`src/ext_int_pkg.sv`:
```
// Constants for the external interrupt input block
package ext_int_pkg;
    // Register byte offsets
    localparam logic [3:0] STATUS_CONTROL_OFS = 4'h0;
    localparam logic [3:0] EVT_STATUS_OFS     = 4'h4;
    localparam logic [3:0] EVT_ENABLE_OFS     = 4'h8;
    localparam logic [3:0] EVT_CLEAR_OFS      = 4'hc;
    // Status and control field positions
    localparam int SENSE_BIT   = 0;
    localparam int MASK_BIT    = 1;
    localparam int ACK_BIT     = 2;
    localparam int PENDING_BIT = 3;
    // Event status bit positions
    localparam int EVT_TRIG_BIT = 0;
    localparam int EVT_ACK_BIT  = 1;
    localparam int EVT_WIDTH    = 2;
    // Reset values
    localparam logic [7:0] STATUS_CONTROL_RST = 8'h00;
    localparam logic [1:0] EVT_RST            = 2'h0;
    localparam logic [1:0] PIN_SYNC_RST       = 2'h3;
endpackage : ext_int_pkg

```
`src/ext_int_input.sv`:
```
// External interrupt input block with Wishbone register slave
// Overview of operation
// - A falling edge on the interrupt pin sets the request latch.
// - A vector fetch acknowledge clears the latch that caused the fetch.
// - Writing 1 to the acknowledge bit clears the latch like a vector fetch.
// - Any reset clears the request latch.
// - Edge-only after reset; select bit chooses edge or edge-plus-level triggering.
// - In level mode, request stays while pin low; clears after high and acknowledge.
// - In level mode, acknowledge must follow pin return; one given while pin low is lost.
// - Reset clears the select bit, dropping a request even with pin low.
// - In edge mode an acknowledge clears the latch at once.
// - A trigger after a software acknowledge sets the latch again.
// - Read-only pending flag at bit 3 shows the request regardless of mask.
// - Mask bit 1 at one blocks the request to the CPU; zero forwards it.
// - Block runs in wait mode; unmasked request wakes the part from wait.
// - In stop mode an unmasked pin request gives an asynchronous wakeup.
// - With clear-enable high, a clear during break persists after break.
module ext_int_input
    import ext_int_pkg::*;
(
    input  wire logic        clk_i,
    input  wire logic        rst_i,
    input  wire logic        ext_int_pin_n_i,
    input  wire logic        vector_fetch_ack_i,
    input  wire logic        break_state_i,
    input  wire logic        break_clear_enable_i,
    input  wire logic        stop_mode_i,
    input  wire logic        wb_cyc_i,
    input  wire logic        wb_stb_i,
    input  wire logic        wb_we_i,
    input  wire logic [3:0]  wb_adr_i,
    input  wire logic [3:0]  wb_sel_i,
    input  wire logic [31:0] wb_dat_i,
    output logic      [31:0] wb_dat_o,
    output logic             wb_ack_o,
    output logic             wb_err_o,
    output logic             cpu_irq_req_o,
    output logic             wake_req_o,
    output logic             stop_wakeup_o,
    output logic             evt_irq_o
);

    // ==========================================================
    // Pin synchroniser and edge detect
    logic [1:0] pin_sync_r;
    logic       pin_prev_r;
    logic       fall_edge;
    logic       pin_low;

    // Runs through reset, so a pin held low gives no edge on release
    always_ff @(posedge clk_i) begin
        pin_sync_r <= {pin_sync_r[0], ext_int_pin_n_i};
        pin_prev_r <= pin_sync_r[1];
    end

    assign pin_low   = ~pin_sync_r[1];
    assign fall_edge = pin_prev_r & ~pin_sync_r[1];

    // ==========================================================
    // Bus decode
    logic bus_req;
    logic wr_en;
    logic rd_hit;
    logic ack_r;

    function automatic logic addr_known(input logic [3:0] a);
        return (a == STATUS_CONTROL_OFS) || (a == EVT_STATUS_OFS) ||
               (a == EVT_ENABLE_OFS) || (a == EVT_CLEAR_OFS);
    endfunction : addr_known

    assign bus_req = wb_cyc_i & wb_stb_i & ~ack_r;
    assign rd_hit  = addr_known(wb_adr_i);
    assign wr_en   = bus_req & wb_we_i & wb_sel_i[0] & rd_hit;

    always_ff @(posedge clk_i) begin
        if (rst_i) begin
            ack_r <= 1'b0;
        end else begin
            ack_r <= bus_req;
        end
    end

    // ==========================================================
    // Control bits
    logic sense_level_r;
    logic mask_r;
    logic sc_write;
    logic sw_ack;
    logic clear_allowed;

    assign sc_write      = wr_en && (wb_adr_i == STATUS_CONTROL_OFS);
    assign clear_allowed = ~break_state_i | break_clear_enable_i;
    assign sw_ack        = sc_write & wb_dat_i[ACK_BIT] & clear_allowed;

    always_ff @(posedge clk_i) begin
        if (rst_i) begin
            sense_level_r <= STATUS_CONTROL_RST[SENSE_BIT];
            mask_r        <= STATUS_CONTROL_RST[MASK_BIT];
        end else if (sc_write) begin
            sense_level_r <= wb_dat_i[SENSE_BIT];
            mask_r        <= wb_dat_i[MASK_BIT];
        end
    end

    // ==========================================================
    // Request latch
    logic latch_r;
    logic any_ack;
    logic trigger;
    logic latch_nxt;

    assign any_ack = (vector_fetch_ack_i & latch_r & clear_allowed) | sw_ack;
    assign trigger = fall_edge | (sense_level_r & pin_low);

    always_comb begin
        latch_nxt = latch_r;
        if (any_ack) begin
            latch_nxt = 1'b0;
        end
        if (trigger) begin
            latch_nxt = 1'b1;
        end
    end

    always_ff @(posedge clk_i) begin
        if (rst_i) begin
            latch_r <= 1'b0;
        end else begin
            latch_r <= latch_nxt;
        end
    end

    assign cpu_irq_req_o = latch_r & ~mask_r;
    assign wake_req_o    = latch_r & ~mask_r;
    assign stop_wakeup_o = stop_mode_i & ~mask_r & ~ext_int_pin_n_i;

    // ==========================================================
    // Event status, enable and clear
    logic [EVT_WIDTH-1:0] evt_status_r;
    logic [EVT_WIDTH-1:0] evt_enable_r;
    logic [EVT_WIDTH-1:0] evt_set;
    logic [EVT_WIDTH-1:0] evt_clr;

    assign evt_set[EVT_TRIG_BIT] = trigger & ~latch_r;
    assign evt_set[EVT_ACK_BIT]  = any_ack & latch_r;
    assign evt_clr = (wr_en && (wb_adr_i == EVT_CLEAR_OFS)) ?
                     wb_dat_i[EVT_WIDTH-1:0] : '0;

    always_ff @(posedge clk_i) begin
        if (rst_i) begin
            evt_status_r <= EVT_RST;
        end else begin
            evt_status_r <= (evt_status_r & ~evt_clr) | evt_set;
        end
    end

    always_ff @(posedge clk_i) begin
        if (rst_i) begin
            evt_enable_r <= EVT_RST;
        end else if (wr_en && (wb_adr_i == EVT_ENABLE_OFS)) begin
            evt_enable_r <= wb_dat_i[EVT_WIDTH-1:0];
        end
    end

    assign evt_irq_o = |(evt_status_r & evt_enable_r);

    // ==========================================================
    // Read data
    logic [31:0] rd_data;

    always_comb begin
        rd_data = 32'h0000_0000;
        if (wb_adr_i == STATUS_CONTROL_OFS) begin
            rd_data[PENDING_BIT] = latch_r;
            rd_data[MASK_BIT]    = mask_r;
            rd_data[SENSE_BIT]   = sense_level_r;
        end else if (wb_adr_i == EVT_STATUS_OFS) begin
            rd_data[EVT_WIDTH-1:0] = evt_status_r;
        end else if (wb_adr_i == EVT_ENABLE_OFS) begin
            rd_data[EVT_WIDTH-1:0] = evt_enable_r;
        end
    end

    always_ff @(posedge clk_i) begin
        if (rst_i) begin
            wb_dat_o <= 32'h0000_0000;
            wb_err_o <= 1'b0;
        end else begin
            wb_dat_o <= (bus_req & ~wb_we_i) ? rd_data : 32'h0000_0000;
            wb_err_o <= bus_req & ~rd_hit;
        end
    end

    assign wb_ack_o = ack_r & ~wb_err_o;
endmodule : ext_int_input

```
`config.mk`:
```
export PLATFORM = sky130hd
export DESIGN_NAME = ext_int_input
export DESIGN_NICKNAME = d
export VERILOG_FILES = /design/src/ext_int_pkg.sv /design/src/ext_int_input.sv
export SDC_FILE = /design/constraint.sdc
export NUM_CORES = 1
export LEC_CHECK = 0
export BUFFER_PORTS_ARGS = -buffer_cell sky130_fd_sc_hd__buf_2
export CAP_MARGIN = 0
export CORE_AREA = 4 4 58 60
export DETAILED_ROUTE_END_ITERATION = 8
export DIE_AREA = 0 0 62 64
export PLACE_DENSITY_LB_ADDON = 0.12
export SETUP_SLACK_MARGIN = 0.5
export SLEW_MARGIN = 20
export SYNTH_ARGS = -nofsm -noshare
export SYNTH_HDL_FRONTEND = slang
export SYNTH_SLANG_ARGS = --single-unit
```
`constraint.sdc`:
```
create_clock -name clk_i -period 1.31 [get_ports clk_i]
set_clock_uncertainty 0.1 [all_clocks]
set_input_delay 0.0655 -clock clk_i [delete_from_list [all_inputs] [get_ports clk_i]]
set_output_delay 0.0655 -clock clk_i [all_outputs]
set_load 0.05 [all_outputs]
```
==> results.yml <==
cells_and_area:
  register_area_um2: 314
  finalNetCount: 183
  fillerInstances: 315
  num_antenna_cells: 0
  synthToLayoutAreaGrowth_pct: 35.6
  utilization_pct: 39.6
  postLayoutCellArea_um2: 1160
  drive_gt1_share_pct: 43.9
  multi_input_area_um2: 479
power_and_ir_drop:
  p_leak_nw: 0.552
  ir_drop_v: 0.000534
  powerDensity_nw_per_um2: 947
  p_total_mw: 1.10
placed_design:
  placed_area_um2: 963
  hpwl_um: 1460
  place.gp.congestion: 0.689
  pre_cts_slack_ps: 37.4
  portBuffers: 26
synth:
  syn_inst: 96
  yosys.cell_types.count: 29
  async_flop_share_pct: 0
  synth-edff-count: 0
  synth.area.mux_share_pct: 7.03
  synthFlopType: "dfxtp_1"
  syn_area_per_cell_um2: 8.90
  ys_seq_elements: 15
  syn_area_um2: 855
  synth_xor_area_share_pct: 0
  synth-adder-area-share_pct: 0
  synth_top_family_by_area: "buffers and inverters"
  ys_warn_count: 0
  yosysSeqAreaShare_pct: 35.1
  synth-compound-area-share_pct: 7.47
  yosys.area_share.simple_pct: 21.7
detailed_routing:
  via_per_inst: 4.19
  wirelength_um: 1890
  vias: 692
  routedWlPerCell_um: 11.5
  postRouteAntennaNets: 0
  drc: 0
  first_iter_violations: 14
  dr.pass1.iters: 4
clocking:
  cts_root_buf: "clkbuf_4"
  htree_levels: 1
  clockBufferDepth: 2
  clk-insertion-delay-late_ps: 280
  clock_sinks: 15
  numCtsBuffers: 3
  clk_pin_slew_worst_paths_ps: 90
  cts_hold_buf: 2
  tritoncts: "yes"
critical_path:
  critical_path_arrival_ps: 1340
  crit_fanout: 5
  path_cells: "and3b_2, and2_4, nand4_1, a32o_1"
  cp-end-kind: "flop"
  start_kind: "flop"
  cp_slowest_cell: "dfxtp_1"
  worstPathRequired_ps: 1390
  critPathMaxStageDelay_ps: 320
  path_class: "flop to flop"
timing:
  layout_setup_ws_ps: 52.1
  rsz0062_at_grt: "yes"
  fmax_mhz: 795
  final.setup.tns_ps: 0
  period_share_pct: 96.0
  finalHoldViolCount: 7
  holdWs_ps: -124
  setup_viol: 0
  drv_slew: 0
  finalCriticalPeriod_ps: 1260
global_routing:
  antenna_found_initial: 0
  grt-ovfl-total: 0
  grt_max_degree: 10
  grtUsageTotal_pct: 9.24
  grt_pass1_vias: 641
  grt_pass1_wl_um: 2730
die:
  row_count: 20
  chipWidth_um: 62
  ios: 88
  start_util_pct: 29.2
  core_area_um2: 2930
  die_height_um: 64
  dieArea_um2: 3970
min_path:
  hp-class: "input pin to flop"
run_status:
  violations: "hold timing"
  status: "complete, but fails checks"
run:
  drv.max_cap_violation_count: 0
==> state kept, by name (all words and copies together), names as in the netlist <==
| register | cells |
|---|---|
| wb_dat_o | 3 |
| evt_enable_r | 2 |
| evt_status_r | 2 |
| pin_sync_r | 2 |
| ack_r | 1 |
| latch_r | 1 |
| mask_r | 1 |
| pin_prev_r | 1 |
| sense_level_r | 1 |
| wb_err_o | 1 |
==> routing by layer <==
layer	track usage (%)	routed length, um	vias to the layer above
li1	-	-	338
met1	10.0	717	320
met2	15.7	965	32
met3	4.85	198	2
met4	1.59	11	0
met5	0	0	-
==> placed cells by master (no fill, tap or decap), types with 2 or more instances in the layout <==
| master | netlist | routed |
|---|---|---|
| and2_1 | 3 | 2 |
| inv_1 | 3 | 3 |
| conb_1 | 1 | 29 |
| dlygate4sd3_1 | 0 | 2 |
| nor2b_1 | 4 | 2 |
| buf_4 | 30 | 7 |
| buf_2 | 1 | 17 |
| dfxtp_1 | 15 | 6 |
| dfxtp_2 | 0 | 8 |
| nand4_1 | 2 | 2 |
| nor2_1 | 7 | 7 |
| buf_8 | 0 | 7 |
| nor4_2 | 1 | 2 |
| nand2_1 | 4 | 4 |
| clkbuf_4 | 0 | 3 |
| mux2i_1 | 6 | 6 |
| o21ai_0 | 2 | 2 |
| nand3b_1 | 2 | 2 |
| buf_6 | 0 | 2 |
==> synth_stat cells, types with 2 or more instances <==
cell | count | area share, %
and2_1 | 3 | 2.2
buf_4 | 30 | 26
dfxtp_1 | 15 | 35
inv_1 | 3 | 1.3
mux2i_1 | 6 | 7.0
nand2_1 | 4 | 1.8
nand3b_1 | 2 | 1.8
nand4_1 | 2 | 1.5
nor2_1 | 7 | 3.1
nor2b_1 | 4 | 2.9
o21ai_0 | 2 | 1.2
==> what timing repair did <==
item	CTS	global route
pin swaps	4	1
resized for setup	31	7
endpoints found under the hold margin	9	7
setup buffers	3	1
endpoints found under the setup margin	21	21
==> cell families after synthesis <==
kind of cell,count (synthesis)
compound gates,9
buf+inv,34
flops,15
mux,6
other cells,1
simple gates,31
==> worst paths after layout <==
check | start | endpoint | slack [ps] | cells past startpoint
min reg2reg | pin_sync_r[0]$_DFF_P_ | pin_sync_r[1]$_DFF_P_ | 240 | 0
max | ack_r$_SDFF_PP0_ | evt_status_r[1]$_SDFF_PP0_ | 50 | 4
min | wb_we_i | wb_dat_o[3]$_SDFF_PP0_ | -120 | 2
max reg2reg | ack_r$_SDFF_PP0_ | evt_status_r[1]$_SDFF_PP0_ | 50 | 4
==> area by class of cell <==
cell class                      count  share of cell area [%]
Clock buffer                        3                    1.94
Clock inverter                      1                   0.432
Inverter                            3                   0.972
Multi-Input combinational cell     75                    41.4
Sequential cell                    15                    27.1
Tap cell                           33                    3.56
Timing Repair Buffer               35                    24.6
==> where the power goes <==
| group | switching [mW] | leakage, nW | internal (mW) |
|---|---|---|---|
| Combinational | 0.271 | 0.407 | 0.0813 |
| Clock | 0.155 | 0.0177 | 0.113 |
| Sequential | 0.00718 | 0.127 | 0.469 |
| Total | 0.433 | 0.552 | 0.664 |
==> critical path: cells and delay by family, from the launching register on <==
| family | cells | cell delay, ps |
|---|---|---|
| flops | 1 | 320 |
| simple gates | 3 | 520 |
| compound gates | 1 | 230 |
==> metrics by stage <==
step	cells	hold WS [ps]
6_report	165	-124
5_1_grt	165	-141
4_1_cts	164	-129
3_5_place_dp	155	118
3_3_place_gp	155	123
2_1_floorplan	124	-6.78
No activity file was read; power rests on OpenSTA's default activity.
